==> config.mk <==
export PLATFORM = sky130hd
export DESIGN_NAME = imc_port
export DESIGN_NICKNAME = d
export VERILOG_FILES = /design/src/imc_pkg.sv /design/src/imc_rate_counter.sv /design/src/imc_port.sv
export SDC_FILE = /design/constraint.sdc
export NUM_CORES = 1
export LEC_CHECK = 0
export BUFFER_PORTS_ARGS = -buffer_cell sky130_fd_sc_hd__buf_2
export CAP_MARGIN = 20
export CORE_UTILIZATION = 51
export DETAILED_ROUTE_END_ITERATION = 8
export PLACE_DENSITY_LB_ADDON = 0.12
export SLEW_MARGIN = 25
export SYNTH_ARGS = -nofsm -noshare
export SYNTH_HDL_FRONTEND = slang
export SYNTH_SLANG_ARGS = --single-unit
export TNS_END_PERCENT = 50
==> constraint.sdc <==
create_clock -name i_core_clk -period 2.41 [get_ports i_core_clk]
set_clock_uncertainty 0.05 [all_clocks]
set_input_delay 0.482 -clock i_core_clk [delete_from_list [all_inputs] [get_ports i_core_clk]]
set_output_delay 0.482 -clock i_core_clk [all_outputs]
set_load 0.01 [all_outputs]
==> src/imc_pkg.sv <==
// register map, field positions and sequence states of the serial port
// assumes a 32-bit apb slave with byte addressing and one word per register
package imc_pkg;

  // ==========================================================================
  // bus and register map
  localparam int ADDR_W = 8;
  localparam int DATA_W = 32;
  localparam int REG_W = 8;
  localparam logic [ADDR_W-1:0] ADDR_RELOAD = 8'h00;
  localparam logic [ADDR_W-1:0] ADDR_SHBUF = 8'h04;
  localparam logic [ADDR_W-1:0] ADDR_CON1 = 8'h08;
  localparam logic [ADDR_W-1:0] ADDR_CON2 = 8'h0C;
  localparam logic [ADDR_W-1:0] ADDR_CON3 = 8'h10;
  localparam logic [ADDR_W-1:0] ADDR_MASK = 8'h14;
  localparam logic [ADDR_W-1:0] ADDR_STAT = 8'h18;
  localparam logic [ADDR_W-1:0] ADDR_COLL = 8'h1C;

  // ==========================================================================
  // field positions
  localparam int CON1_WCOL_BIT = 7;
  localparam int CON1_ENABLE_BIT = 5;
  localparam int CON2_STOP_EN_BIT = 2;
  localparam int CON2_RESTART_EN_BIT = 1;
  localparam int STAT_HI_LSB = 6;
  localparam int COLL_FLAG_BIT = 0;
  localparam int COLL_BUSY_BIT = 1;

  // ==========================================================================
  // reset values and counts
  localparam logic [REG_W-1:0] REG_RESET = 8'h00;
  localparam logic [DATA_W-1:0] WORD_ZERO = 32'h00000000;
  localparam int BYTE_BITS = 8;

  // ==========================================================================
  // sequence states
  typedef enum logic [3:0] {
    IMC_IDLE       = 4'h0,
    IMC_RS_SDA_REL = 4'h1,
    IMC_RS_WAIT1   = 4'h2,
    IMC_RS_SCL_REL = 4'h3,
    IMC_RS_WAIT2   = 4'h4,
    IMC_RS_WAIT3   = 4'h5,
    IMC_ST_SDA_LOW = 4'h6,
    IMC_ST_SCL_REL = 4'h7,
    IMC_ST_WAIT1   = 4'h8,
    IMC_ST_WAIT2   = 4'h9,
    IMC_ST_WAIT3   = 4'hA,
    IMC_TX_LOW     = 4'hB,
    IMC_TX_HIGH    = 4'hC
  } imc_state_e;

endpackage

==> src/imc_rate_counter.sv <==
// rate counter: a down counter that times one half period of the bus clock
// assumes the owner pulses i_load to start or reload and reads o_expire
`timescale 1ns/1ps
`default_nettype none
module imc_rate_counter
  import imc_pkg::*;
#(
  parameter int RELOAD_W = REG_W
) (
  input wire logic i_core_clk,
  input wire logic i_sys_rst,
  input wire logic i_load,
  input wire logic i_stop,
  input wire logic [RELOAD_W-1:0] i_reload,
  output logic o_expire,
  output logic o_running
);

  // ==========================================================================
  // state
  typedef struct packed {
    logic run;
    logic [RELOAD_W:0] cnt;
  } imc_brg_s;

  imc_brg_s s;
  imc_brg_s next_s;

  // one rollover lasts 2*(reload+1) clocks, two per bus clock period
  always_comb begin
    next_s = s;
    if (i_stop) begin
      next_s.run = 1'b0;
    end else if (i_load) begin
      next_s.cnt = {i_reload, 1'b1};
      next_s.run = 1'b1;
    end else if (s.run) begin
      if (s.cnt == '0) begin
        next_s.run = 1'b0;
      end else begin
        next_s.cnt = s.cnt - 1'b1;
      end
    end
  end

  always_ff @(posedge i_core_clk) begin
    if (i_sys_rst) begin
      s <= '0;
    end else begin
      s <= next_s;
    end
  end

  assign o_expire = s.run && (s.cnt == '0);
  assign o_running = s.run;

  // ==========================================================================
  // checks
  logic [RELOAD_W+1:0] chk_elapsed;
  logic [RELOAD_W-1:0] chk_reload;

  always_ff @(posedge i_core_clk) begin
    if (i_sys_rst) begin
      chk_elapsed <= '0;
      chk_reload <= '0;
    end else if (i_load) begin
      chk_elapsed <= '0;
      chk_reload <= i_reload;
    end else begin
      chk_elapsed <= chk_elapsed + 1'b1;
    end
  end
endmodule
`default_nettype wire

==> src/imc_port.sv <==
// i2c master port: repeated start and stop with collision checks, a byte
// clocker driven by the rate counter, and the apb register file
// assumes open-drain pins resolved outside; pins are asynchronous inputs
//
// Local design decisions: the placing of the registers and the APB register port.
`timescale 1ns/1ps
`default_nettype none
module imc_port
  import imc_pkg::*;
(
  input wire logic i_core_clk,
  input wire logic i_sys_rst,
  input wire logic i_psel,
  input wire logic i_penable,
  input wire logic i_pwrite,
  input wire logic [ADDR_W-1:0] i_paddr,
  input wire logic [DATA_W-1:0] i_pwdata,
  output logic [DATA_W-1:0] o_prdata,
  output logic o_pready,
  output logic o_pslverr,
  input wire logic i_scl,
  output logic o_scl,
  output logic o_scl_oe,
  input wire logic i_sda,
  output logic o_sda,
  output logic o_sda_oe
);

  // ==========================================================================
  // state
  typedef struct packed {
    imc_state_e st;
    logic [1:0] sda_sy;
    logic [1:0] scl_sy;
    logic sda_lo;
    logic scl_lo;
    logic [REG_W-1:0] reload;
    logic [REG_W-1:0] shbuf;
    logic [REG_W-1:0] sreg;
    logic [REG_W-1:0] con1;
    logic [REG_W-1:0] con2;
    logic [REG_W-1:0] con3;
    logic [REG_W-1:0] mask;
    logic [1:0] stat_hi;
    logic stop_seen;
    logic rs_seen;
    logic bf;
    logic coll;
    logic [3:0] bitcnt;
    logic [DATA_W-1:0] rdata;
  } imc_port_s;

  imc_port_s s;
  imc_port_s next_s;

  logic sda;
  logic scl;
  logic enable;
  logic brg_load;
  logic brg_stop;
  logic brg_expire;
  logic brg_running;
  logic abort;
  logic acc;
  logic acc_wr;
  logic mapped;
  logic busy;

  assign sda = s.sda_sy[1];
  assign scl = s.scl_sy[1];
  assign enable = s.con1[CON1_ENABLE_BIT];
  assign busy = (s.st != IMC_IDLE);
  assign acc = i_psel && i_penable;
  assign acc_wr = acc && i_pwrite;

  // ==========================================================================
  // rate counter
  imc_rate_counter #(
    .RELOAD_W(REG_W)
  ) u_rate_counter (
    .i_core_clk(i_core_clk),
    .i_sys_rst(i_sys_rst),
    .i_load(brg_load),
    .i_stop(brg_stop),
    .i_reload(s.reload),
    .o_expire(brg_expire),
    .o_running(brg_running)
  );

  // ==========================================================================
  // address decode
  always_comb begin
    case (i_paddr)
      ADDR_RELOAD, ADDR_SHBUF, ADDR_CON1, ADDR_CON2,
      ADDR_CON3, ADDR_MASK, ADDR_STAT, ADDR_COLL: begin
        mapped = 1'b1;
      end
      default: begin
        mapped = 1'b0;
      end
    endcase
  end

  // ==========================================================================
  // next state
  always_comb begin
    next_s = s;
    brg_load = 1'b0;
    brg_stop = 1'b0;
    abort = 1'b0;
    next_s.sda_sy = {s.sda_sy[0], i_sda};
    next_s.scl_sy = {s.scl_sy[0], i_scl};

    // sequences
    case (s.st)
      IMC_IDLE: begin
        if (enable && s.con2[CON2_RESTART_EN_BIT]) begin
          next_s.sda_lo = 1'b0;
          next_s.scl_lo = 1'b1;
          next_s.st = IMC_RS_SDA_REL;
        end else if (enable && s.con2[CON2_STOP_EN_BIT]) begin
          next_s.sda_lo = 1'b1;
          next_s.st = IMC_ST_SDA_LOW;
        end
      end
      IMC_RS_SDA_REL: begin
        if (sda) begin
          brg_load = 1'b1;
          next_s.st = IMC_RS_WAIT1;
        end
      end
      IMC_RS_WAIT1: begin
        if (brg_expire) begin
          next_s.scl_lo = 1'b0;
          next_s.st = IMC_RS_SCL_REL;
        end
      end
      IMC_RS_SCL_REL: begin
        if (scl) begin
          if (!sda) begin
            abort = 1'b1;
          end else begin
            brg_load = 1'b1;
            next_s.st = IMC_RS_WAIT2;
          end
        end
      end
      IMC_RS_WAIT2: begin
        // a data fall here is another master's start, not a collision
        if (!scl) begin
          abort = 1'b1;
        end else if (brg_expire) begin
          next_s.sda_lo = 1'b1;
          brg_load = 1'b1;
          next_s.st = IMC_RS_WAIT3;
        end
      end
      IMC_RS_WAIT3: begin
        if (brg_expire) begin
          next_s.scl_lo = 1'b1;
          next_s.con2[CON2_RESTART_EN_BIT] = 1'b0;
          next_s.rs_seen = 1'b1;
          next_s.stop_seen = 1'b0;
          next_s.st = IMC_IDLE;
        end
      end
      IMC_ST_SDA_LOW: begin
        if (!sda) begin
          next_s.scl_lo = 1'b0;
          next_s.st = IMC_ST_SCL_REL;
        end
      end
      IMC_ST_SCL_REL: begin
        if (scl) begin
          brg_load = 1'b1;
          next_s.st = IMC_ST_WAIT1;
        end
      end
      IMC_ST_WAIT1: begin
        if (!scl) begin
          abort = 1'b1;
        end else if (brg_expire) begin
          next_s.sda_lo = 1'b0;
          brg_load = 1'b1;
          next_s.st = IMC_ST_WAIT2;
        end
      end
      IMC_ST_WAIT2: begin
        if (!scl && !sda) begin
          abort = 1'b1;
        end else if (brg_expire) begin
          if (!sda) begin
            abort = 1'b1;
          end else begin
            next_s.stop_seen = 1'b1;
            next_s.rs_seen = 1'b0;
            brg_load = 1'b1;
            next_s.st = IMC_ST_WAIT3;
          end
        end
      end
      IMC_ST_WAIT3: begin
        if (brg_expire) begin
          next_s.con2[CON2_STOP_EN_BIT] = 1'b0;
          next_s.st = IMC_IDLE;
        end
      end
      IMC_TX_LOW: begin
        if (brg_expire) begin
          next_s.scl_lo = 1'b0;
          brg_load = 1'b1;
          next_s.st = IMC_TX_HIGH;
        end
      end
      IMC_TX_HIGH: begin
        if (brg_expire) begin
          next_s.bitcnt = s.bitcnt + 4'h1;
          if (s.bitcnt == 4'(BYTE_BITS - 1)) begin
            // no reload: counter stops, clock stays released
            next_s.sda_lo = 1'b0;
            next_s.bf = 1'b0;
            next_s.st = IMC_IDLE;
          end else begin
            next_s.scl_lo = 1'b1;
            next_s.sda_lo = ~s.sreg[REG_W-2];
            next_s.sreg = {s.sreg[REG_W-2:0], 1'b0};
            brg_load = 1'b1;
            next_s.st = IMC_TX_LOW;
          end
        end
      end
      default: begin
        next_s.st = IMC_IDLE;
      end
    endcase

    // register reads are captured in the setup cycle
    if (i_psel && !i_penable) begin
      case (i_paddr)
        ADDR_RELOAD: next_s.rdata = {24'h000000, s.reload};
        ADDR_SHBUF: next_s.rdata = {24'h000000, s.shbuf};
        ADDR_CON1: next_s.rdata = {24'h000000, s.con1};
        ADDR_CON2: next_s.rdata = {24'h000000, s.con2};
        ADDR_CON3: next_s.rdata = {24'h000000, s.con3};
        ADDR_MASK: next_s.rdata = {24'h000000, s.mask};
        ADDR_STAT: begin
          next_s.rdata = {24'h000000, s.stat_hi, 1'b0, s.stop_seen,
                          s.rs_seen, 2'b00, s.bf};
        end
        ADDR_COLL: next_s.rdata = {30'h0, busy, s.coll};
        default: next_s.rdata = WORD_ZERO;
      endcase
    end

    // register writes take effect at the access edge
    if (acc_wr) begin
      case (i_paddr)
        ADDR_RELOAD: next_s.reload = i_pwdata[REG_W-1:0];
        ADDR_SHBUF: begin
          if (!busy && enable && !s.con2[CON2_RESTART_EN_BIT] &&
              !s.con2[CON2_STOP_EN_BIT]) begin
            next_s.shbuf = i_pwdata[REG_W-1:0];
            next_s.sreg = i_pwdata[REG_W-1:0];
            next_s.bf = 1'b1;
            next_s.bitcnt = 4'h0;
            next_s.scl_lo = 1'b1;
            next_s.sda_lo = ~i_pwdata[REG_W-1];
            brg_load = 1'b1;
            next_s.st = IMC_TX_LOW;
          end else begin
            next_s.con1[CON1_WCOL_BIT] = 1'b1;
          end
        end
        ADDR_CON1: begin
          next_s.con1 = i_pwdata[REG_W-1:0];
          // the write collision flag takes the written bit whether or not a sequence runs
          if (s.con1[CON1_WCOL_BIT] && busy && s.st != IMC_IDLE) begin
            next_s.con1[CON1_WCOL_BIT] = i_pwdata[CON1_WCOL_BIT];
          end
        end
        ADDR_CON2: next_s.con2 = i_pwdata[REG_W-1:0];
        ADDR_CON3: next_s.con3 = i_pwdata[REG_W-1:0];
        ADDR_MASK: next_s.mask = i_pwdata[REG_W-1:0];
        ADDR_STAT: next_s.stat_hi = i_pwdata[REG_W-1:STAT_HI_LSB];
        ADDR_COLL: begin
          if (i_pwdata[COLL_FLAG_BIT]) begin
            next_s.coll = 1'b0;
          end
        end
        default: begin
        end
      endcase
    end

    // port disabled mid-sequence: drop it and free the lines; an idle port keeps its line enables
    if (!enable && busy) begin
      next_s.st = IMC_IDLE;
      next_s.sda_lo = 1'b0;
      next_s.scl_lo = 1'b0;
      next_s.bf = 1'b0;
      brg_stop = 1'b1;
    end

    // collision last, so the flag set wins over a software clear
    if (abort) begin
      next_s.coll = 1'b1;
      next_s.st = IMC_IDLE;
      next_s.sda_lo = 1'b0;
      next_s.scl_lo = 1'b0;
      next_s.con2[CON2_RESTART_EN_BIT] = 1'b0;
      next_s.con2[CON2_STOP_EN_BIT] = 1'b0;
      brg_stop = 1'b1;
    end
  end

  always_ff @(posedge i_core_clk) begin
    if (i_sys_rst) begin
      s <= '0;
    end else begin
      s <= next_s;
    end
  end

  // ==========================================================================
  // outputs
  assign o_prdata = s.rdata;
  assign o_pready = acc;
  assign o_pslverr = acc && !mapped;
  assign o_scl = 1'b0;
  assign o_scl_oe = s.scl_lo;
  assign o_sda = 1'b0;
  assign o_sda_oe = s.sda_lo;
endmodule
`default_nettype wire

==> report_table.html <==
<table>
<tr><th>Metric</th><th>Value</th></tr>
<tr><th colspan="2">Status</th></tr>
<tr><td>Run status</td><td>completed</td></tr>
<tr><th colspan="2">Placement</th></tr>
<tr><td>Post-DP Area</td><td>0.00541 mm2</td></tr>
<tr><td>Setup slack at placement</td><td>-0.119 ns</td></tr>
<tr><td>Final Wtd Congestion</td><td>0.911</td></tr>
<tr><td>Number of port buffers</td><td>34</td></tr>
<tr><td>Half-perimeter wire length after placement</td><td>10.0 mm</td></tr>
<tr><td>Cells after DPL</td><td>792</td></tr>
<tr><th colspan="2">STA</th></tr>
<tr><td>Final-report max-slew violation count</td><td>0</td></tr>
<tr><td>Final worst path period share</td><td>95.4%</td></tr>
<tr><td>Min Tclk post-route</td><td>2.30 ns</td></tr>
<tr><td>Max-slew headroom at the worst pin</td><td>61.9%</td></tr>
<tr><td>Fin. Hold Viols</td><td>0</td></tr>
<tr><td>Setup repair after global routing missed its margin</td><td>false</td></tr>
<tr><td>Slack of the critical path</td><td>0.112 ns</td></tr>
<tr><td>Worst Tran Pin Value</td><td>0.571 ns</td></tr>
<tr><td>Highest clock rate</td><td>435 MHz</td></tr>
<tr><td>Setup Viol. Count Final</td><td>0</td></tr>
<tr><th colspan="2">Power</th></tr>
<tr><td>VDD IR-drop max</td><td>0.000263 V</td></tr>
<tr><td>Post-route total power</td><td>2.75 mW</td></tr>
<tr><td>Leakage power figure</td><td>2.15 nW</td></tr>
<tr><td>Power per standard cell area</td><td>479 mW/mm2</td></tr>
<tr><th colspan="2">Drt</th></tr>
<tr><td>Post-route antenna net violation count</td><td>0</td></tr>
<tr><td>Remaining design rule violation count</td><td>0</td></tr>
<tr><td>Final WL</td><td>13.8 mm</td></tr>
<tr><td>Drt first-iter violations</td><td>291</td></tr>
<tr><td>DR top layer</td><td>met4</td></tr>
<tr><td>Met3 layer wire length in the routed design</td><td>1.14 mm</td></tr>
<tr><td>Number of detailed-routing iterations run before antenna repair</td><td>5</td></tr>
<tr><td>Detailed-routing wirelength on met1</td><td>6.11 mm</td></tr>
<tr><td>Per-cell via count in the routed design</td><td>5.86</td></tr>
<tr><td>Via count</td><td>4761</td></tr>
<tr><td>Total met2 wirelength after detailed routing</td><td>6.41 mm</td></tr>
<tr><td>Drt wl/cell</td><td>17.0 um</td></tr>
<tr><th colspan="2">Floorplanning</th></tr>
<tr><td>Horiz. Die Dim</td><td>101 um</td></tr>
<tr><td>Ports</td><td>85</td></tr>
<tr><td>Initial standard-cell utilization of the core</td><td>53.1%</td></tr>
<tr><td>Placement Rows</td><td>35</td></tr>
<tr><td>Area inside the core boundary</td><td>0.00933 mm2</td></tr>
<tr><td>Area of the die</td><td>0.0101 mm2</td></tr>
<tr><td>Die H</td><td>101 um</td></tr>
<tr><th colspan="2">Layout</th></tr>
<tr><td>End-of-flow core utilization</td><td>61.5%</td></tr>
<tr><td>Layout Cells excl Fill</td><td>812</td></tr>
<tr><td>Share of cells above drive strength 1</td><td>22.0%</td></tr>
<tr><td>Design Area, Final</td><td>0.00574 mm2</td></tr>
<tr><td>Net count, final</td><td>728</td></tr>
<tr><td>Area growth syn-to-layout</td><td>15.8%</td></tr>
<tr><td>Antenna Diode Count</td><td>0</td></tr>
<tr><td>Filler Cell Count</td><td>825</td></tr>
<tr><th colspan="2">Synth</th></tr>
<tr><td>Post-synth design cell area</td><td>0.00495 mm2</td></tr>
<tr><td>Distinct cell type count of the synthesized netlist</td><td>62</td></tr>
<tr><td>Top_reg_cell synth</td><td>dfxtp_1</td></tr>
<tr><td>Gate count of the mapped netlist</td><td>626</td></tr>
<tr><td>Register bit count reported by yosys</td><td>93</td></tr>
<tr><td>Number of warning messages in the yosys log</td><td>0</td></tr>
<tr><td>Asr flop ratio synth</td><td>0%</td></tr>
<tr><td>Syn Area/Cell</td><td>7.91 um2</td></tr>
<tr><td>Post-synthesis sequential area ratio</td><td>37.6%</td></tr>
<tr><td>Number of enable-type register cells in the synthesized netlist</td><td>0</td></tr>
<tr><th colspan="2">Hold path</th></tr>
<tr><td>Hold Path Origin</td><td>i_sda</td></tr>
<tr><td>Min-Delay Path Class</td><td>primary input to register</td></tr>
<tr><td>Cell depth of the worst hold path</td><td>2</td></tr>
<tr><th colspan="2">Flow run</th></tr>
<tr><td>Max Cap Viol</td><td>0</td></tr>
<tr><th colspan="2">GRT</th></tr>
<tr><td>Number of antenna violations at the first check in global routing</td><td>0</td></tr>
<tr><td>Remaining Overflow, GRT</td><td>0</td></tr>
<tr><td>Total global-route track usage</td><td>28.6%</td></tr>
<tr><td>Vias in the first global route</td><td>4427</td></tr>
<tr><td>Maximum number of pins on one net before global-route repair</td><td>28</td></tr>
<tr><td>First-pass GRT wire length</td><td>22.5 mm</td></tr>
<tr><th colspan="2">Critical path</th></tr>
<tr><td>R2r worst-path depth</td><td>10</td></tr>
<tr><td>Setup slack on the worst flop-to-flop path</td><td>0.11 ns</td></tr>
<tr><td>Kind of launch point of the worst setup path</td><td>register</td></tr>
<tr><td>Critical path fanouts, max</td><td>10</td></tr>
<tr><td>Critical Path Sink Type</td><td>register</td></tr>
<tr><td>Crit path arrival time</td><td>2.52 ns</td></tr>
<tr><td>WS Path Type</td><td>register to register</td></tr>
<tr><td>First element of the critical path</td><td>u_rate_counter.s[1]</td></tr>
<tr><td>Required time of the worst setup path</td><td>2.63 ns</td></tr>
<tr><td>Reg-to-reg startpoint</td><td>u_rate_counter.s[1]</td></tr>
<tr><th colspan="2">Clock tree</th></tr>
<tr><td>CTS tree</td><td>done</td></tr>
<tr><td>Cts bufs inserted</td><td>9</td></tr>
<tr><td>Worst-path clk slew</td><td>0.10 ns</td></tr>
<tr><td>Hold bufs inserted after CTS</td><td>0</td></tr>
<tr><td>Clock latency on the worst-skew pair</td><td>0.37 ns</td></tr>
<tr><td>CTS Sinks</td><td>93</td></tr>
<tr><td>Cell at the root of the clock tree</td><td>clkbuf_8</td></tr>
<tr><td>H-tree depth</td><td>3</td></tr>
<tr><td>Number of buffers between clock root and the deepest sink</td><td>2</td></tr>
</table>
[where the power goes]
part | total, mW | internal (mW) | switching (mW)
Clock | 1.04 | 0.402 | 0.637
Sequential | 1.54 | 1.54 | 0.00212
Combinational | 0.171 | 0.0501 | 0.121
Total | 2.75 | 1.99 | 0.760
[what timing repair did]
item,4_1_cts,5_1_grt
gates resized for setup,2,24
gates cloned,0,2
buffers inserted,0,2
pin swaps,0,4
setup endpoints to repair,2,23
[cells in the final DEF, fill, tap and decap left out, types with 5 or more instances in the layout]
| cell | count |
|---|---|
| a211oi_1 | 10 |
| a21oi_1 | 66 |
| a222oi_1 | 9 |
| a22oi_1 | 5 |
| a31oi_1 | 7 |
| and2_1 | 5 |
| buf_2 | 35 |
| buf_4 | 58 |
| clkbuf_8 | 9 |
| conb_1 | 26 |
| dfxtp_1 | 87 |
| dfxtp_2 | 5 |
| inv_1 | 11 |
| mux2i_1 | 20 |
| nand2_1 | 91 |
| nand2b_1 | 8 |
| nand3_1 | 30 |
| nand4_1 | 9 |
| nor2_1 | 47 |
| nor2b_1 | 10 |
| nor3_1 | 19 |
| o21ai_0 | 8 |
| o22ai_1 | 5 |
| xor2_1 | 5 |
[layer usage]
metal	GRT usage (%)	up-vias
met5	0	-
met4	8.36	0
met3	5.13	16
met2	45.3	213
met1	39.9	2241
li1	-	2291
[cells in the mapped netlist (2+ instances only)]
cell type	count	area (um2)
dfxtp_1	93	1860
xnor2_1	4	35.0
nor2_1	49	184
a221oi_1	3	26.3
or2_2	3	18.8
nand2b_1	8	50.1
a211oi_1	10	75.1
and2_1	5	31.3
o311a_1	2	20.0
inv_1	12	45.0
nand2_1	91	342
buf_1	2	7.51
a222oi_1	9	90.1
nand3b_1	3	22.5
a311oi_1	3	26.3
or4_1	2	15.0
nor3_1	23	115
mux2i_1	20	200
nor3b_1	2	15.0
a31oi_1	7	43.8
buf_4	35	263
buf_6	2	22.5
a22o_1	4	35.0
xor2_1	5	43.8
nand3_1	30	150
a211oi_2	2	25.0
a21oi_1	66	330
nor4_1	6	37.5
ha_1	3	37.5
nor2b_1	10	62.6
a32o_1	4	40.0
buf_2	6	30.0
nand4b_1	2	17.5
o31ai_1	2	15.0
o21ai_0	8	40.0
o22ai_1	5	31.3
nand4_1	9	56.3
a22oi_1	5	37.5
mux2_2	4	45.0
o211ai_1	2	15.0
clkbuf_1	36	135
and3_1	5	31.3
a21boi_0	2	15.0
o32ai_1	4	35.0
[final timing paths]
kind	to
hold / removal	next_s[103]
setup reg to reg	u_rate_counter.s[3]
hold reg to reg	s[103]
setup / recovery	u_rate_counter.s[3]
[registers in the layout (all words and copies together) (netlist names)]
signal                    count
o_prdata                      8
o_sda_oe                      1
enable                        1
u_rate_counter.o_running      1
u_rate_counter.s              9
o_scl_oe                      1
s                            70
next_s                        2
[cell type report]
type	instances	area [um2]	area share, %
Clock buffer	9	124	2.16
Clock inverter	7	62.6	1.09
Inverter	12	45.0	0.785
Multi-Input combinational cell	465	2780	48.5
Sequential cell	93	1870	32.6
Tap cell	129	161	2.81
Timing Repair Buffer	97	687	12.0
[cell families (layout without fill, tap and decap cells)]
group / count (synthesis) / after routing / synth area share, %
flip-flops: 93 / 93 / 37.6
adder cells (fa/ha/maj): 3 / 3 / 0.758
AND/OR/NAND/NOR: 254 / 254 / 24.3
AO/OA/AOI/OAI: 148 / 148 / 20.1
multiplexers: 25 / 25 / 5.41
buffers and inverters: 93 / 125 / 10.2
XOR/XNOR: 9 / 9 / 1.59
other: 1 / 26 / 0.0757
[worst max-delay path, stage by stage, from the launching register on]
cell      delay (ns)
dfxtp_2         0.35
inv_2           0.05
ha_2            0.17
and3b_1         0.18
and3_4          0.18
buf_6           0.14
a31o_4          0.25
a211oi_4        0.36
buf_12          0.17
nor2_1          0.04
a311oi_1        0.25
[through the flow]
stage          TNS (ns)  hold slack (ns)
2_1_floorplan         0            0.364
3_3_place_gp     -0.557            0.368
3_5_place_dp     -0.650            0.384
4_1_cts        -0.00139            0.258
5_1_grt               0            0.243
6_report              0            0.267
Power figures use the tool's default switching activity.
